File: src/hw/ufms_pkg.sv
// Purpose: Shared constants, types and helpers of the serial port FIFO and modem status block
// Assumes: 32-bit Avalon-MM slave, byte addresses, one word per register
// Notes:   Receive entries carry 8 data bits and 3 per-character status bits
`default_nettype none
package ufms_pkg;
   // Register byte offsets
   localparam logic [5:0] ADDR_DATA = 6'h00;  // Read pops receive, write pushes transmit
   localparam logic [5:0] ADDR_IER  = 6'h04;
   localparam logic [5:0] ADDR_FCR  = 6'h08;  // Write FIFO control, read interrupt identity
   localparam logic [5:0] ADDR_LCR  = 6'h0C;
   localparam logic [5:0] ADDR_LSR  = 6'h10;
   localparam logic [5:0] ADDR_MSR  = 6'h14;
   localparam logic [5:0] ADDR_RXST = 6'h18;  // Per-character status, no pop
   localparam logic [5:0] ADDR_DIV  = 6'h1C;
   localparam logic [5:0] ADDR_IST  = 6'h20;
   localparam logic [5:0] ADDR_IMSK = 6'h24;
   // Interrupt enable bit positions
   localparam int IER_RXD = 0;
   localparam int IER_TXE = 1;
   localparam int IER_LSI = 2;
   localparam int IER_MSI = 3;
   // FIFO control and line control fields
   localparam int FCR_EN    = 0;
   localparam int FCR_RXRST = 1;
   localparam int FCR_TXRST = 2;
   localparam int FCR_TRIG  = 6;
   localparam int LCR_WL    = 0;
   localparam int LCR_STOP  = 2;
   localparam int LCR_PAR   = 3;
   // Sticky status bit positions
   localparam int IST_MSI  = 0;
   localparam int IST_RXD  = 1;
   localparam int IST_TOUT = 2;
   localparam int IST_TXE  = 3;
   localparam int IST_LSI  = 4;
   // Reset values
   localparam logic [3:0]  IER_RST  = 4'h0;
   localparam logic [3:0]  LCR_RST  = 4'h3;
   localparam logic [15:0] DIV_RST  = 16'h0001;
   localparam logic [4:0]  IMSK_RST = 5'h00;
   // FIFO geometry
   localparam int FIFO_AW = 4;
   localparam int RX_W    = 11;
   localparam int TX_W    = 8;
   // Timeout length in characters
   localparam logic [2:0] TOUT_CHARS = 3'h4;
   // Interrupt identity codes
   localparam logic [3:0] IIR_NONE = 4'h1;
   localparam logic [3:0] IIR_LSI  = 4'h6;
   localparam logic [3:0] IIR_RXD  = 4'h4;
   localparam logic [3:0] IIR_TOUT = 4'hC;
   localparam logic [3:0] IIR_TXE  = 4'h2;
   localparam logic [3:0] IIR_MSI  = 4'h0;
   localparam logic [1:0] IIR_FIFO = 2'h3;
   // Receive trigger levels in bytes
   localparam logic [4:0] TRIG_L0 = 5'h01;
   localparam logic [4:0] TRIG_L1 = 5'h04;
   localparam logic [4:0] TRIG_L2 = 5'h08;
   localparam logic [4:0] TRIG_L3 = 5'h0E;
   // Bus handshake states
   typedef enum logic [0:0] {
      UFMS_IDLE = 1'b0,
      UFMS_ACK  = 1'b1
   } ufms_bus_t;

   // Trigger field to byte count
   function automatic logic [4:0] ufms_trig(input logic [1:0] sel);
      logic [4:0] r;
      r = (sel == 2'h0) ? TRIG_L0 : (sel == 2'h1) ? TRIG_L1 :
          (sel == 2'h2) ? TRIG_L2 : TRIG_L3;
      return r;
   endfunction : ufms_trig

   // Bits per character: start, data, parity, stop
   function automatic logic [3:0] ufms_char_bits(input logic [3:0] lcr);
      logic [3:0] r;
      r = 4'h7 + {2'h0, lcr[LCR_WL+1:LCR_WL]} + {3'h0, lcr[LCR_PAR]}
          + {3'h0, lcr[LCR_STOP]};
      return r;
   endfunction : ufms_char_bits
endpackage : ufms_pkg
`default_nettype wire

File: src/hw/ufms_fifo.sv
// Purpose: Sixteen-entry synchronous FIFO
// Assumes: Push when full and pop when empty are ignored
// Notes:   Head is read combinationally from the array
`default_nettype none
module ufms_fifo #(
   parameter int W = 8
) (
   // Clock and reset
   input  wire logic                   sys_clk,
   input  wire logic                   arst_n,
   // Control
   input  wire logic                   clear,
   input  wire logic                   push,
   input  wire logic [W-1:0]           push_data,
   input  wire logic                   pop,
   // State
   output logic      [W-1:0]           head,
   output logic      [ufms_pkg::FIFO_AW:0] count,
   output logic                        full,
   output logic                        empty
);
   import ufms_pkg::*;
   logic [W-1:0]       mem [0:(1<<FIFO_AW)-1];
   logic [FIFO_AW-1:0] wr_ptr_reg;
   logic [FIFO_AW-1:0] rd_ptr_reg;
   logic [FIFO_AW:0]   count_reg;
   logic               do_push;
   logic               do_pop;

   // Accepted operations
   assign do_push = push && !full;
   assign do_pop  = pop && !empty;
   assign full    = count_reg[FIFO_AW];
   assign empty   = (count_reg == '0);
   assign count   = count_reg;
   assign head    = mem[rd_ptr_reg];

   // Storage, no reset needed
   always_ff @(posedge sys_clk) begin
      if (do_push) mem[wr_ptr_reg] <= push_data;
   end

   // Pointers and fill count
   always_ff @(posedge sys_clk or negedge arst_n) begin
      if (!arst_n) begin
         wr_ptr_reg <= '0;
         rd_ptr_reg <= '0;
         count_reg  <= '0;
      end else if (clear) begin
         wr_ptr_reg <= '0;
         rd_ptr_reg <= '0;
         count_reg  <= '0;
      end else begin
         wr_ptr_reg <= wr_ptr_reg + FIFO_AW'(do_push);
         rd_ptr_reg <= rd_ptr_reg + FIFO_AW'(do_pop);
         count_reg  <= count_reg + (FIFO_AW+1)'(do_push) - (FIFO_AW+1)'(do_pop);
      end
   end
endmodule : ufms_fifo
`default_nettype wire

File: src/hw/ufms_timeout.sv
// Purpose: Bit-time counter for the receive character timeout
// Assumes: bit_tick pulses once per bit time
// Notes:   Saturates at the limit so expiry stays a level
`default_nettype none
module ufms_timeout (
   // Clock and reset
   input  wire logic       sys_clk,
   input  wire logic       arst_n,
   // Control
   input  wire logic       bit_tick,
   input  wire logic       restart,
   input  wire logic [5:0] limit,
   // Status
   output logic            expired
);
   import ufms_pkg::*;
   logic [5:0] cnt_reg;

   assign expired = (cnt_reg >= limit);

   // Count bit times since the last restart
   always_ff @(posedge sys_clk or negedge arst_n) begin
      if (!arst_n) begin
         cnt_reg <= 6'h00;
      end else if (restart) begin
         cnt_reg <= 6'h00;
      end else if (bit_tick && !expired) begin
         cnt_reg <= cnt_reg + 6'h01;
      end
   end
endmodule : ufms_timeout
`default_nettype wire

File: src/hw/ufms_uart.sv
// Purpose: Serial port FIFO interrupts, polling, receive pointer and modem status change logic
// Assumes: Receive and transmit shifters outside; inputs synchronous to sys_clk
// Notes:   Avalon-MM slave answers on the second edge of every request
//
// Added by the designer: the address map and the Avalon-MM register port.
`default_nettype none
module ufms_uart (
   // Clock and reset
   input  wire logic        sys_clk,
   input  wire logic        arst_n,
   // Avalon-MM slave
   input  wire logic [5:0]  avs_address,
   input  wire logic        avs_read,
   input  wire logic        avs_write,
   input  wire logic [31:0] avs_writedata,
   input  wire logic [3:0]  avs_byteenable,
   output logic      [31:0] avs_readdata,
   output logic             avs_waitrequest,
   // Received characters
   input  wire logic        rx_char_valid,
   input  wire logic [7:0]  rx_char_data,
   input  wire logic [2:0]  rx_char_status,
   // Characters to transmit
   output logic             tx_char_valid,
   output logic      [7:0]  tx_char_data,
   input  wire logic        tx_char_ready,
   // Modem control inputs, active low
   input  wire logic        clear_send_n_in,
   input  wire logic        set_ready_n_in,
   input  wire logic        ring_n_in,
   input  wire logic        carrier_detect_in_n,
   // Interrupts
   output logic             uart_irq,
   output logic             sticky_irq
);
   import ufms_pkg::*;

   ufms_bus_t   state_reg;
   logic        wait_reg;
   logic [31:0] rdata_reg;
   logic [3:0]  ier_reg;
   logic [3:0]  lcr_reg;
   logic [15:0] div_reg;
   logic [15:0] div_cnt_reg;
   logic        fifo_enable_bit;
   logic [1:0]  rx_trigger_level;
   logic [1:0]  rx_trig_reg;
   logic [3:0]  delta_reg;
   logic [3:0]  mst_q_reg;
   logic        primed_reg;
   logic        tout_pend_reg;
   logic        txe_pend_reg;
   logic        tx_empty_q_reg;
   logic        overrun_reg;
   logic [4:0]  src_q_reg;
   logic [4:0]  ist_reg;
   logic [4:0]  imsk_reg;
   logic        irq_reg;
   logic        sirq_reg;
   logic        txv_reg;
   logic [7:0]  txd_reg;

   // Bus decode
   logic        acc;
   logic        rd_acc;
   logic        wr_acc;
   logic        wr_b0;
   assign acc    = (avs_read || avs_write) && (state_reg == UFMS_ACK);
   assign rd_acc = acc && avs_read;
   assign wr_acc = acc && avs_write;
   assign wr_b0  = wr_acc && avs_byteenable[0];
   logic        sel_data;
   logic        sel_fcr;
   logic        sel_msr;
   logic        sel_lsr;
   logic        sel_ist;
   logic        sel_rxst;
   assign sel_data = (avs_address == ADDR_DATA);
   assign sel_fcr  = (avs_address == ADDR_FCR);
   assign sel_msr  = (avs_address == ADDR_MSR);
   assign sel_lsr  = (avs_address == ADDR_LSR);
   assign sel_ist  = (avs_address == ADDR_IST);
   assign sel_rxst = (avs_address == ADDR_RXST);

   // FIFO control write effects
   logic        fcr_wr;
   logic        en_new;
   logic        rx_clear;
   logic        tx_clear;
   assign fcr_wr   = wr_b0 && sel_fcr;
   assign en_new   = avs_writedata[FCR_EN];
   assign rx_clear = fcr_wr && ((en_new != fifo_enable_bit) ||
                                (en_new && avs_writedata[FCR_RXRST]));
   assign tx_clear = fcr_wr && ((en_new != fifo_enable_bit) ||
                                (en_new && avs_writedata[FCR_TXRST]));

   // Receive FIFO
   logic [RX_W-1:0]  rx_head;
   logic [FIFO_AW:0] rx_count;
   logic             rx_full;
   logic             rx_empty;
   logic             rx_pop;
   assign rx_pop = rd_acc && sel_data && !rx_empty;
   ufms_fifo #(.W(RX_W)) u_rx_fifo (
      .sys_clk   (sys_clk),
      .arst_n    (arst_n),
      .clear     (rx_clear),
      .push      (rx_char_valid),
      .push_data ({rx_char_status, rx_char_data}),
      .pop       (rx_pop),
      .head      (rx_head),
      .count     (rx_count),
      .full      (rx_full),
      .empty     (rx_empty)
   );

   // Transmit FIFO
   logic [TX_W-1:0]  tx_head;
   logic             tx_full;
   logic             tx_empty;
   logic             tx_push;
   logic             tx_load;
   assign tx_push = wr_b0 && sel_data;
   assign tx_load = (!txv_reg || tx_char_ready) && !tx_empty;
   ufms_fifo #(.W(TX_W)) u_tx_fifo (
      .sys_clk   (sys_clk),
      .arst_n    (arst_n),
      .clear     (tx_clear),
      .push      (tx_push),
      .push_data (avs_writedata[7:0]),
      .pop       (tx_load),
      .head      (tx_head),
      .count     (),
      .full      (tx_full),
      .empty     (tx_empty)
   );

   // Baud tick and character timeout
   logic        bit_tick;
   logic [5:0]  tout_limit;
   logic        tout_exp;
   assign bit_tick   = (div_cnt_reg + 16'h0001 >= div_reg);
   assign tout_limit = 6'(TOUT_CHARS) * {2'h0, ufms_char_bits(lcr_reg)};
   ufms_timeout u_timeout (
      .sys_clk  (sys_clk),
      .arst_n   (arst_n),
      .bit_tick (bit_tick),
      .restart  (rx_char_valid || rx_pop || rx_clear),
      .limit    (tout_limit),
      .expired  (tout_exp)
   );

   // Modem status change detection
   logic [3:0]  mst;
   logic [3:0]  delta_set;
   logic        msr_clr;
   assign mst = ~{carrier_detect_in_n, ring_n_in, set_ready_n_in, clear_send_n_in};
   assign delta_set[3] = primed_reg && (mst[3] != mst_q_reg[3]);
   assign delta_set[2] = primed_reg && mst_q_reg[2] && !mst[2];
   assign delta_set[1] = primed_reg && (mst[1] != mst_q_reg[1]);
   assign delta_set[0] = primed_reg && (mst[0] != mst_q_reg[0]);
   assign msr_clr = rd_acc && sel_msr;

   // Interrupt sources, each behind an enable; timeout shares the receive data enable
   logic [4:0]  trig;
   logic        rx_trig;
   logic [4:0]  src;
   assign rx_trigger_level = rx_trig_reg;
   assign trig    = fifo_enable_bit ? ufms_trig(rx_trigger_level) : TRIG_L0;
   assign rx_trig = (rx_count >= {1'b0, trig});
   assign src[IST_MSI]  = ier_reg[IER_MSI] && (delta_reg != 4'h0);
   assign src[IST_RXD]  = ier_reg[IER_RXD] && rx_trig;
   assign src[IST_TOUT] = ier_reg[IER_RXD] && tout_pend_reg;
   assign src[IST_TXE]  = ier_reg[IER_TXE] && txe_pend_reg;
   assign src[IST_LSI]  = ier_reg[IER_LSI] && overrun_reg;
   logic [3:0]  iir;
   assign iir = src[IST_LSI] ? IIR_LSI : src[IST_RXD] ? IIR_RXD :
                src[IST_TOUT] ? IIR_TOUT : src[IST_TXE] ? IIR_TXE :
                src[IST_MSI] ? IIR_MSI : IIR_NONE;

   // Read data selection, unmapped reads zero
   logic [7:0]  lsr;
   logic [31:0] rd_mux;
   assign lsr = {1'b0, tx_empty && !txv_reg, tx_empty, 3'h0, overrun_reg, !rx_empty};
   assign rd_mux =
      (avs_address == ADDR_DATA) ? {24'h0, rx_head[7:0]} :
      (avs_address == ADDR_IER)  ? {28'h0, ier_reg} :
      (avs_address == ADDR_FCR)  ? {24'h0, fifo_enable_bit ? IIR_FIFO : 2'h0, 2'h0, iir} :
      (avs_address == ADDR_LCR)  ? {28'h0, lcr_reg} :
      (avs_address == ADDR_LSR)  ? {24'h0, lsr} :
      (avs_address == ADDR_MSR)  ? {24'h0, mst, delta_reg} :
      (avs_address == ADDR_RXST) ? {29'h0, rx_head[RX_W-1:8]} :
      (avs_address == ADDR_DIV)  ? {16'h0, div_reg} :
      (avs_address == ADDR_IST)  ? {27'h0, ist_reg} :
      (avs_address == ADDR_IMSK) ? {27'h0, imsk_reg} : 32'h0000_0000;

   // Bus handshake: one wait cycle, then accept
   always_ff @(posedge sys_clk or negedge arst_n) begin
      if (!arst_n) begin
         state_reg <= UFMS_IDLE;
         wait_reg  <= 1'b1;
         rdata_reg <= 32'h0000_0000;
      end else begin
         unique case (state_reg)
            UFMS_IDLE: begin
               if (avs_read || avs_write) begin
                  state_reg <= UFMS_ACK;
                  wait_reg  <= 1'b0;
                  rdata_reg <= avs_read ? rd_mux : 32'h0000_0000;
               end
            end
            UFMS_ACK: begin
               state_reg <= UFMS_IDLE;
               wait_reg  <= 1'b1;
            end
         endcase
      end
   end

   // Software-written configuration
   always_ff @(posedge sys_clk or negedge arst_n) begin
      if (!arst_n) begin
         ier_reg         <= IER_RST;
         lcr_reg         <= LCR_RST;
         div_reg         <= DIV_RST;
         imsk_reg        <= IMSK_RST;
         fifo_enable_bit <= 1'b0;
         rx_trig_reg     <= 2'h0;
      end else begin
         if (wr_b0 && avs_address == ADDR_IER) ier_reg <= avs_writedata[3:0];
         if (wr_b0 && avs_address == ADDR_LCR) lcr_reg <= avs_writedata[3:0];
         if (wr_b0 && avs_address == ADDR_IMSK) imsk_reg <= avs_writedata[4:0];
         if (wr_b0 && avs_address == ADDR_DIV) div_reg[7:0] <= avs_writedata[7:0];
         if (wr_acc && avs_byteenable[1] && avs_address == ADDR_DIV) begin
            div_reg[15:8] <= avs_writedata[15:8];
         end
         if (fcr_wr) begin
            fifo_enable_bit <= en_new;
            rx_trig_reg     <= avs_writedata[FCR_TRIG+1:FCR_TRIG];
         end
      end
   end

   // Baud divider
   always_ff @(posedge sys_clk or negedge arst_n) begin
      if (!arst_n) div_cnt_reg <= 16'h0000;
      else div_cnt_reg <= bit_tick ? 16'h0000 : div_cnt_reg + 16'h0001;
   end

   // Modem change bits, set wins over read clear
   always_ff @(posedge sys_clk or negedge arst_n) begin
      if (!arst_n) begin
         mst_q_reg  <= 4'h0;
         primed_reg <= 1'b0;
         delta_reg  <= 4'h0;
      end else begin
         mst_q_reg  <= mst;
         primed_reg <= 1'b1;
         delta_reg  <= (msr_clr ? 4'h0 : delta_reg) | delta_set;
      end
   end

   // Pending timeout, transmit empty and overrun
   always_ff @(posedge sys_clk or negedge arst_n) begin
      if (!arst_n) begin
         tout_pend_reg  <= 1'b0;
         txe_pend_reg   <= 1'b0;
         tx_empty_q_reg <= 1'b0;
         overrun_reg    <= 1'b0;
      end else begin
         tout_pend_reg  <= !rx_pop && !rx_clear && (tout_pend_reg ||
                           (fifo_enable_bit && tout_exp && !rx_empty));
         tx_empty_q_reg <= tx_empty;
         txe_pend_reg   <= (tx_empty && !tx_empty_q_reg) ||
                           (txe_pend_reg && !tx_push);
         overrun_reg    <= (rx_char_valid && rx_full) ||
                           (overrun_reg && !(rd_acc && sel_lsr));
      end
   end

   // Sticky status, read clears, new events win
   always_ff @(posedge sys_clk or negedge arst_n) begin
      if (!arst_n) begin
         src_q_reg <= 5'h00;
         ist_reg   <= 5'h00;
         irq_reg   <= 1'b0;
         sirq_reg  <= 1'b0;
      end else begin
         src_q_reg <= src;
         ist_reg   <= ((rd_acc && sel_ist) ? 5'h00 : ist_reg) | (src & ~src_q_reg);
         irq_reg   <= (src != 5'h00);
         sirq_reg  <= ((ist_reg & imsk_reg) != 5'h00);
      end
   end

   // Transmit output stage
   always_ff @(posedge sys_clk or negedge arst_n) begin
      if (!arst_n) begin
         txv_reg <= 1'b0;
         txd_reg <= 8'h00;
      end else if (tx_load) begin
         txv_reg <= 1'b1;
         txd_reg <= tx_head;
      end else if (tx_char_ready) begin
         txv_reg <= 1'b0;
      end
   end

   assign avs_readdata    = rdata_reg;
   assign avs_waitrequest = wait_reg;
   assign tx_char_valid   = txv_reg;
   assign tx_char_data    = txd_reg;
   assign uart_irq        = irq_reg;
   assign sticky_irq      = sirq_reg;
endmodule : ufms_uart
`default_nettype wire

File: config.mk
export PLATFORM = sky130hd
export DESIGN_NAME = ufms_uart
export DESIGN_NICKNAME = d
export VERILOG_FILES = /design/src/hw/ufms_pkg.sv /design/src/hw/ufms_fifo.sv /design/src/hw/ufms_timeout.sv /design/src/hw/ufms_uart.sv
export SDC_FILE = /design/constraint.sdc
export NUM_CORES = 1
export LEC_CHECK = 0
export ABC_CLOCK_PERIOD_IN_PS = 6850
export BUFFER_PORTS_ARGS = -buffer_cell sky130_fd_sc_hd__buf_4
export CORE_ASPECT_RATIO = 1.4
export CORE_MARGIN = 3
export CORE_UTILIZATION = 35
export DETAILED_ROUTE_END_ITERATION = 10
export PLACE_DENSITY = 0.57
export SLEW_MARGIN = 20
export SYNTH_ARGS = -nofsm -noshare
export SYNTH_HDL_FRONTEND = slang
export SYNTH_SLANG_ARGS = --single-unit
export TNS_END_PERCENT = 30
File: constraint.sdc
create_clock -name sys_clk -period 6.85 [get_ports sys_clk]
set_clock_uncertainty 0.2 [all_clocks]
set_input_delay 1.37 -clock sys_clk [delete_from_list [all_inputs] [get_ports sys_clk]]
set_output_delay 1.37 -clock sys_clk [all_outputs]
set_load 0.005 [all_outputs]
==> run_results.csv, run 1 <==
group,metric,value,unit
status,status,"completed",
clock_network,clkLatencyLatePin,0.57,ns
placed_design,io_buffer_count,72,
power_and_ir_drop,power,6.765,mW
global_route,grt_max_degree,71,
clock_network,root_buffer,"clkbuf_16",
clock_network,path_clk_slew,0.06,ns
layout,largest_register,"u_rx_fifo.mem",
clock_network,hold_buffers,0,
setup_path,crit_start,"avs_address[1]",
timing,worst_pin_slew,1.056,ns
floorplanning,start_util,35.50,%
yosys,synth-async-reset-ratio,30.28,%
drt,vias,10240,
yosys,synth_top_area_share,49.19,%
yosys,synth_seq_cells,436,
layout,reg_top3,"u_rx_fifo.mem x176, u_tx_fifo.mem x128",
global_route,grt_pass1_vias,10650,
setup_path,critical_path_required,7.14,ns
clock_network,cts_buffers,46,
timing,fin_setup_tns,0,ns
hold_path,hold_path_startpoint,"src_q_reg[2]$_DFF_PN0_",
floorplanning,die_x,200.6,um
placed_design,gp_congestion,0.8300,
yosys,synth_cell_types,70,
power_and_ir_drop,switchingPower,1.769,mW
power_and_ir_drop,swShare,26.16,%
setup_path,crit-reg2reg-launch,"div_cnt_reg[2]$_DFF_PN0_",
yosys,synth_warnings,0,
layout,synthToLayoutAreaGrowth,15.22,%
placed_design,place_area,19960,um2
drt,vias_per_cell,5.082,
run,max-cap-violations,0,
yosys,syn_avg_cell_area,15.93,um2
layout,nFillCells,4841,
clock_network,cts.sinks,436,
clock_network,clock_path_buffers,3,
layout,fin_util,40.91,%
setup_path,arrival,4.47,ns
timing,finalSetupViolCount,0,
yosys,synth-seq-area-share,67.01,%
power_and_ir_drop,leakage,7.869,nW
drt,postRouteAntennaNets,0,
hold_path,hold_class,"reg -> reg",
timing,fmax,239.1,MHz
power_and_ir_drop,p_per_area,316.4,nW/um2
global_route,grt_overflow_total,0,
clock_network,cts_resized,0,
layout,drive_gt1_share,23.16,%
yosys,synth_area,18560,um2
clock_network,cts_setup_buffers,0,
timing,max_slew_margin,29.62,%
floorplanning,core_area,52270,um2
clock_network,cts_tree,"built",
floorplanning,num_rows,99,
layout,layout_common_cells,"edfxtp_1 (304), dfrtp_1 (124), buf_4 (95)",
yosys,synthCells,1165,
drt,drt_iter0_drc,658,
floorplanning,fp.dieArea,55860,um2
setup_path,end_kind,"flop",
power_and_ir_drop,p_comb_share,17.1,%
timing,finalCriticalPeriod,4.182,ns
layout,largest_reg_flops,176,
timing,rsz0062_at_grt,"false",
floorplanning,dieHeight,278.5,um
yosys,ys.flop_type,"edfxtp_1",
timing,slew_viol_final,0,
power_and_ir_drop,peakVddDrop,0.2131,mV
drt,wl_per_cell,21.19,um
clock_network,htree_levels,2,
layout,final_common_cell,"edfxtp_1",
timing,timing.final.crit_share,61.05,%
setup_path,worstSetupPathType,"in -> reg",
layout,finalNetCount,1384,
timing,finalHoldViolations,0,
floorplanning,ios,107,
global_route,track_usage,15.30,%
setup_path,critPathLaunchType,"input port",
power_and_ir_drop,internal-power,4.996,mW
yosys,synth-edff-count,304,
drt,wl,42680,um
drt,firstDrtPassIters,8,
placed_design,hpwlAfterDp,28690,um
global_route,antenna_found_initial,3,
setup_path,path_max_fanout,7,
yosys,synth_area_leader_cell,"edfxtp_1",
power_and_ir_drop,p_seq_share,48.0,%
layout,final_area,21380,um2
global_route,grt_pass1_wl,65580,um
power_and_ir_drop,power.share.clock,34.9,%
drt,drc_errors,0,
yosys,synth_top_cells_by_area,"edfxtp_1 (49%), dfrtp_1 (17%), mux4_2 (11%), ha_1 (3.4%), mux2_2 (1.4%)",
per-layer routing:
layer,wire [um],track usage (%)
met4,1193,4.525
met2,22420,27.51
met5,0,0
met1,16800,18.57
met3,2272,3.229
Yosys cell counts (11+ instances only):
cell type,number
edfxtp_1,304
a22o_1,14
xnor2_1,23
nand2_1,65
ha_1,50
mux2_2,23
o21ai_0,37
nand3_1,30
nor2_1,68
mux4_2,87
and3_1,15
a21oi_1,25
nand2b_1,11
nor2b_1,21
inv_1,51
buf_4,17
clkbuf_1,19
nor3_1,20
dfrtp_1,128
worst max-delay path, cell delays in order:
cell	delay, ns
buf_4	0.13
nor4_2	0.59
nand2_1	0.38
nor3b_1	0.31
buf_4	0.18
ha_1	0.12
inv_1	0.04
ha_1	0.21
fa_1	0.43
a21oi_1	0.16
nor2_1	0.06
or3_1	0.34
a21oi_1	0.14
logic make-up after synthesis:
| kind of cell | share of synthesized area (%) |
|---|---|
| other | 0.04047 |
| muxes | 12.33 |
| AOI/OAI and AO/OA | 5.083 |
| and+or+nand+nor | 7.625 |
| DFF | 67.01 |
| xor gates and xnor gates | 1.557 |
| buffers and inverters | 2.656 |
| adders and majority gates | 3.694 |
path summary, 6_finish.rpt:
check	to	cells past startpoint	slack (ns)
max	u_rx_fifo.count[4]$_DFF_PN0_	13	2.67
min	ist_reg[2]$_DFF_PN0_	1	0.24
max reg2reg	u_timeout.cnt_reg[2]$_DFFE_PN0P_	12	3.07
min reg2reg	ist_reg[2]$_DFF_PN0_	1	0.24
min in group asynchronous	tx_char_data[3]$_DFFE_PN0P_	1	0.59
max in group asynchronous	avs_readdata[14]$_DFFE_PN0P_	2	4.54
final cells by class:
class                      count  area [um2]  share of cell area [%]
inverter                      51       191.4                  0.8952
clock inverter                21       156.4                  0.7314
clock buffer                  63        1256                   5.874
antenna                        3       7.507                 0.03511
sequential                   436       12440                   58.18
timing repair buffer          96       724.4                   3.388
tap                          707       884.6                   4.137
multi-input combinational    637        5722                   26.76
power groups by stage:
stage          logic (mW)  registers (mW)  clock network [mW]
2_1_floorplan       0.920            3.15                   0
3_3_place_gp         1.17            3.30                   0
3_5_place_dp         1.18            3.31                   0
4_1_cts              1.19            3.25                2.43
5_1_grt              1.28            3.28                2.54
6_report             1.16            3.25                2.36
stage by stage:
step / std cells / hold WS [ns] / setup slack [ns]
global placement: 1927 / 0.2159 / 1.509
finish: 2014 / 0.2380 / 2.668
CTS: 2011 / 0.2352 / 2.135
detailed placement: 1927 / 0.2267 / 1.537
floorplan: 1180 / 0.2104 / 2.633
global route: 2011 / 0.2610 / 2.350
Note: power is estimated with default switching activity, not from simulation.
==> inputs of run 2 (changes only) <==
--- a/config.mk
+++ b/config.mk
@@ -5,7 +5,7 @@
 export SDC_FILE = /design/constraint.sdc
 export NUM_CORES = 1
 export LEC_CHECK = 0
-export ABC_CLOCK_PERIOD_IN_PS = 6850
+export ABC_CLOCK_PERIOD_IN_PS = 4400
 export BUFFER_PORTS_ARGS = -buffer_cell sky130_fd_sc_hd__buf_4
 export CORE_ASPECT_RATIO = 1.4
 export CORE_MARGIN = 3
==> constraint.sdc (replaced) <==
create_clock -name sys_clk -period 4.4 [get_ports sys_clk]
set_clock_uncertainty 0.2 [all_clocks]
set_input_delay 0.88 -clock sys_clk [delete_from_list [all_inputs] [get_ports sys_clk]]
set_output_delay 0.88 -clock sys_clk [all_outputs]
set_load 0.005 [all_outputs]
==> run 2 against run 1 <==
Effect of this change: final cell count up 0.94%; clock power is 54% higher; register-to-register slack worse by 2.5 ns; via count grew 0.51%; largest cell class unchanged; worst hold slack got worse by 0.098 ns; design area grew 0.74%; utilization up 0.30 points; combinational power is 56% higher; wire length increased by 1.6%; critical path type is now reg -> reg; highest routed layer unchanged; sequential cell count is the same; critical path depth shrank 1; sequential share of layout area down 0.43 points.
==> run_results.csv, run 2 (same netlist as run 1, synthesis figures left out) <==
group,metric,value,unit
setup_path,worstSetupPathType,"reg -> reg",
timing,finalHoldViolations,0,
placed_design,dp_slack,0.4903,ns
setup_path,critical_path_required,4.66,ns
setup_path,crit_buf_inv,0,
floorplanning,fp.dieArea,55860,um2
layout,largest_reg_flops,176,
placed_design,io_buffer_count,72,
drt,wl_per_cell,21.34,um
setup_path,crit_family,"compound AO/OA/AOI/OAI gates",
layout,layoutNonFillerInstCount,2033,
timing,finalCriticalPeriod,3.787,ns
power_and_ir_drop,p_per_area,488.5,nW/um2
setup_path,crit-reg2reg-launch,"div_cnt_reg[2]$_DFF_PN0_",
status,status,"completed",
setup_path,worst-r2r-cell-count,12,
timing,finalSetupViolCount,0,
timing,holdWs,0.1402,ns
layout,finalNetCount,1406,
floorplanning,ios,107,
placed_design,placed_cells,1950,
setup_path,r2r-end,"u_timeout.cnt_reg[2]$_DFFE_PN0P_",
power_and_ir_drop,power,10.52,mW
setup_path,cp_slowest_cell,"a211oi_2",
floorplanning,num_rows,99,
floorplanning,dieHeight,278.5,um
timing,setup_ws,0.6132,ns
run,max-cap-violations,0,
setup_path,path_max_fanout,10,
global_route,antenna_found_initial,2,
drt,drt_iter0_drc,794,
clock_network,cts.sinks,436,
setup_path,cp-endpoint,"u_timeout.cnt_reg[2]$_DFFE_PN0P_",
clock_network,hold_buffers,0,
setup_path,cp_cell_sequence,"and4_1 > nand2_1 > nor2_1 > nand3_1 > xnor2_1 > ha_1 > and3_1 > o311a_1 > a211oi_2 > a21oi_2 > and3_1 > o21a_1",
clock_network,cts_resized,0,
layout,drive_gt1_share,24.55,%
timing,rsz0062_at_grt,"false",
setup_path,slowest_delay,0.52,ns
clock_network,cts_setup_buffers,0,
clock_network,cts_tree,"built",
timing,max_slew_margin,39.21,%
power_and_ir_drop,leakage,7.994,nW
drt,vias,10290,
clock_network,root_buffer,"clkbuf_16",
setup_path,rrSetupSlack,0.61,ns
drt,firstDrtPassIters,7,
setup_path,critPathLaunchType,"flop",
setup_path,cp_common_cell,"and3_1",
placed_design,gp_congestion,0.8335,
setup_path,arrival,4.04,ns
drt,drc_errors,0,
timing,timing.final.crit_share,86.06,%
global_route,grt_max_degree,81,
setup_path,path_depth,12,
timing,slew_viol_final,0,
drt,postRouteAntennaNets,0,
floorplanning,die_x,200.6,um
layout,final_common_cell,"edfxtp_1",
clock_network,htree_levels,2,
power_and_ir_drop,peakVddDrop,0.3366,mV
drt,wl,43380,um
global_route,track_usage,15.59,%
placed_design,hpwlAfterDp,29210,um
setup_path,end_kind,"flop",
clock_network,clkLatencyLatePin,0.57,ns
clock_network,cts_buffers,45,
global_route,grt_overflow_total,0,
floorplanning,start_util,35.50,%
layout,synthToLayoutAreaGrowth,16.07,%
layout,layout_common_cells,"edfxtp_1 (304), dfrtp_1 (124), buf_4 (117)",
timing,worst_pin_slew,0.9109,ns
hold_path,hold_class,"in -> async",
clock_network,clock_path_buffers,3,
setup_path,crit_start,"div_cnt_reg[2]$_DFF_PN0_",
layout,largest_register,"u_rx_fifo.mem",
layout,reg_top3,"u_rx_fifo.mem x176, u_tx_fifo.mem x128",
drt,vias_per_cell,5.061,
clock_network,path_clk_slew,0.06,ns
global_route,grt_pass1_wl,66690,um
timing,fmax,264.1,MHz
floorplanning,core_area,52270,um2
global_route,grt_pass1_vias,10640,
timing,fin_setup_tns,0,ns
[run 2: metal layers]
| layer | vias to the layer above | GRT usage, % | share of wire (%) |
|---|---|---|---|
| met3 | 68 | 2.714 | 4.2 |
| met5 | - | 0 | 0 |
| met2 | 228 | 28.18 | 54 |
| met1 | 5299 | 19.14 | 40 |
| met4 | 0 | 4.687 | 2.3 |
| li1 | 4693 | - | - |
[run 2: cell type report]
| cell class | instances | area (um2) |
|---|---|---|
| clock inverters | 22 | 166.4 |
| clock buffers | 59 | 1230 |
| inverters | 51 | 191.4 |
| repair buffers | 119 | 909.6 |
| multi-input cells | 637 | 5713 |
| fillers | 4806 | 30730 |
| well taps | 707 | 884.6 |
| flip-flops and latches | 436 | 12440 |
| diodes | 2 | 5.005 |
[run 2: power breakdown]
group	total [mW]	switching (mW)	internal, mW
registers	5.08	0.378	4.71
clock network	3.63	1.55	2.08
logic	1.81	0.832	0.975
total	10.5	2.76	7.76
[run 2: worst min path at each step]
stage                     depth (start not counted)  slack (ns)              startpoint                          end
final                                             1        0.14                  arst_n  tx_char_data[4]$_DFFE_PN0P_
after global routing                              1        0.20                  arst_n  tx_char_data[3]$_DFFE_PN0P_
after CTS                                         1        0.15                  arst_n  tx_char_data[4]$_DFFE_PN0P_
after detailed placement                          1        0.22  src_q_reg[4]$_DFF_PN0_         ist_reg[4]$_DFF_PN0_
after global placement                            1        0.22  src_q_reg[3]$_DFF_PN0_         ist_reg[3]$_DFF_PN0_
after floorplan                                   1        0.21  src_q_reg[2]$_DFF_PN0_         ist_reg[2]$_DFF_PN0_
[run 2: through the flow]
| stage | instance area (um2) | utilization [%] |
|---|---|---|
| floorplan | 18620 | - |
| global placement | 20140 | 38.53 |
| detailed placement | 20140 | 38.53 |
| CTS | 21540 | 41.20 |
| global route | 21540 | 41.20 |
| finish | 21540 | 41.21 |
==> inputs of run 3 (changes only) <==
--- a/config.mk
+++ b/config.mk
@@ -7,7 +7,6 @@
 export LEC_CHECK = 0
 export ABC_CLOCK_PERIOD_IN_PS = 4400
 export BUFFER_PORTS_ARGS = -buffer_cell sky130_fd_sc_hd__buf_4
-export CORE_ASPECT_RATIO = 1.4
 export CORE_MARGIN = 3
 export CORE_UTILIZATION = 35
 export DETAILED_ROUTE_END_ITERATION = 10
==> run 3 against run 2 <==
Effect of this change: non-clock buffer count fell by 1; fmax rose by 2.2%; worst hold slack got worse by 0.041 ns; final cell count fell by 1.2%; utilization rose by 0.53 points; global-route usage fell by 0.20 points; largest power group unchanged; highest routed layer is now met5; die area barely moved; total power rose by 3.2%; largest cell class unchanged; worst setup slack improved by 0.082 ns; sequential power barely moved; sequential cell count did not move; design area rose by 0.61%.
==> run_results.csv, run 3 (same netlist as run 1, synthesis figures left out) <==
group,metric,value,unit
status,status,"completed",
power_and_ir_drop,peakVddDrop,0.3103,mV
drt,drc_errors,0,
floorplanning,ios,107,
drt,vias,10280,
timing,timing.final.crit_share,84.21,%
global_route,antenna_found_initial,3,
clock_network,hold_buffers,0,
placed_design,io_buffer_count,72,
clock_network,clock_path_buffers,3,
setup_path,rrSetupSlack,0.69,ns
timing,setup_ws,0.6949,ns
layout,reg_top3,"u_rx_fifo.mem x176, u_tx_fifo.mem x128",
layout,largest_register,"u_rx_fifo.mem",
setup_path,cp_cell_sequence,"and4_1 > nand2_1 > nor2_1 > nand3_1 > xnor2_1 > ha_1 > and3_1 > o311a_1 > a211oi_2 > a21oi_2 > and3_1 > o21a_1",
floorplanning,fp.dieArea,55830,um2
timing,rsz0062_at_grt,"false",
setup_path,path_max_fanout,10,
drt,firstDrtPassIters,5,
setup_path,slowest_delay,0.47,ns
clock_network,cts_setup_buffers,0,
floorplanning,core_area,51920,um2
timing,worst_pin_slew,0.9470,ns
timing,fin_setup_tns,0,ns
placed_design,gp_congestion,0.8459,
drt,drt_iter0_drc,638,
setup_path,critPathLaunchType,"flop",
setup_path,arrival,3.96,ns
clock_network,root_buffer,"clkbuf_16",
layout,synthToLayoutAreaGrowth,16.78,%
floorplanning,die_x,236.3,um
global_route,grt_max_degree,75,
power_and_ir_drop,leakage,8.065,nW
floorplanning,num_rows,83,
floorplanning,start_util,35.74,%
timing,slew_viol_final,0,
layout,layout_common_cells,"edfxtp_1 (304), dfrtp_1 (124), buf_4 (115)",
power_and_ir_drop,p_per_area,501.2,nW/um2
hold_path,hold_class,"in -> async",
setup_path,cp_slowest_cell,"a211oi_2",
clock_network,path_clk_slew,0.06,ns
global_route,grt_pass1_vias,10640,
layout,drive_gt1_share,24.83,%
layout,largest_reg_flops,176,
clock_network,clkLatencyLatePin,0.58,ns
timing,finalHoldViolations,0,
layout,n_antenna_cell,0,
clock_network,cts_buffers,47,
layout,final_common_cell,"edfxtp_1",
run,max-cap-violations,0,
drt,postRouteAntennaNets,0,
setup_path,worstSetupPathType,"reg -> reg",
global_route,grt_pass1_wl,65880,um
timing,finalSetupViolCount,0,
drt,wl_per_cell,21.44,um
drt,vias_per_cell,5.118,
global_route,track_usage,15.40,%
setup_path,cp_common_cell,"and3_1",
drt,wl,43070,um
clock_network,cts_resized,0,
floorplanning,dieHeight,236.3,um
global_route,grt_overflow_total,0,
clock_network,htree_levels,2,
timing,finalCriticalPeriod,3.705,ns
setup_path,critical_path_required,4.66,ns
layout,finalNetCount,1407,
setup_path,end_kind,"flop",
clock_network,cts_tree,"built",
placed_design,hpwlAfterDp,28410,um
clock_network,cts.sinks,436,
timing,max_slew_margin,36.80,%
placed_design,dp_slack,0.4905,ns
timing,fmax,269.9,MHz
layout,nFillCells,4688,
-- run 3: changes by cell type in the layout (fill, tap and decap cells not counted) --
cell	previous run	this run
clkbuf_1	10	9
clkinv_1	8	10
buf_12	1	2
nor2_2	4	5
inv_6	0	2
clkbuf_8	3	1
clkinv_2	9	7
diode_2	2	0
buf_4	117	115
clkbuf_16	46	48
bufinv_16	2	6
clkinv_4	0	1
nor2_1	65	64
-- run 3: final cells by class --
type,instances,area (um2),area share (%)
sequential,436,12440,57.41
clock inverter,29,310.3,1.432
timing repair buffer,118,914.6,4.220
multi-input combinational,637,5715,26.37
tap,680,850.8,3.926
clock buffer,58,1249,5.761
inverter,51,191.4,0.8833
-- run 3: through the flow --
step                      total power [mW]  hold WS [ns]  instance area [um2]  instances  util, %
final                                10.86       0.09961                21670       2009    41.74
after global routing                 11.39        0.1469                21670       2009    41.74
after CTS                            11.01        0.1284                21670       2009    41.74
after global placement               6.954        0.2154                20110       1922    38.74
after detailed placement             7.000        0.2208                20110       1922    38.74
after floorplan                      6.334        0.2104                18620       1180        -
-- run 3: path summary, 6_finish.rpt --
check,startpoint,to,cells past startpoint
hold / removal,arst_n,tx_char_data[0]$_DFFE_PN0P_,1
max in group asynchronous,arst_n,avs_waitrequest$_DFFE_PN1P_,2
min in group sys_clk,src_q_reg[3]$_DFF_PN0_,ist_reg[3]$_DFF_PN0_,1
setup / recovery,div_cnt_reg[2]$_DFF_PN0_,u_timeout.cnt_reg[2]$_DFFE_PN0P_,12
hold reg to reg,src_q_reg[3]$_DFF_PN0_,ist_reg[3]$_DFF_PN0_,1
setup reg to reg,div_cnt_reg[2]$_DFF_PN0_,u_timeout.cnt_reg[2]$_DFFE_PN0P_,12
-- run 3: metal layers --
metal	track usage, %	wire [um]	part of all wire [%]
met1	20.32	18410	43
met2	25.61	21290	49
met3	3.601	2428	5.6
met4	4.233	896	2.1
met5	0	43	0.10
-- run 3: worst max-delay path: cells and delay by family (launching register included) --
kind | cells | cell delay, ns
AND/OR/NAND/NOR | 6 | 1.23
flip-flops | 1 | 0.41
XOR/XNOR | 1 | 0.22
AO/OA/AOI/OAI | 4 | 1.25
adder cells (fa/ha/maj) | 1 | 0.28
-- run 3: power breakdown --
part	switching, mW	internal, mW	total, mW
logic	0.849	0.979	1.83
registers	0.342	4.71	5.05
clock network	1.61	2.37	3.99
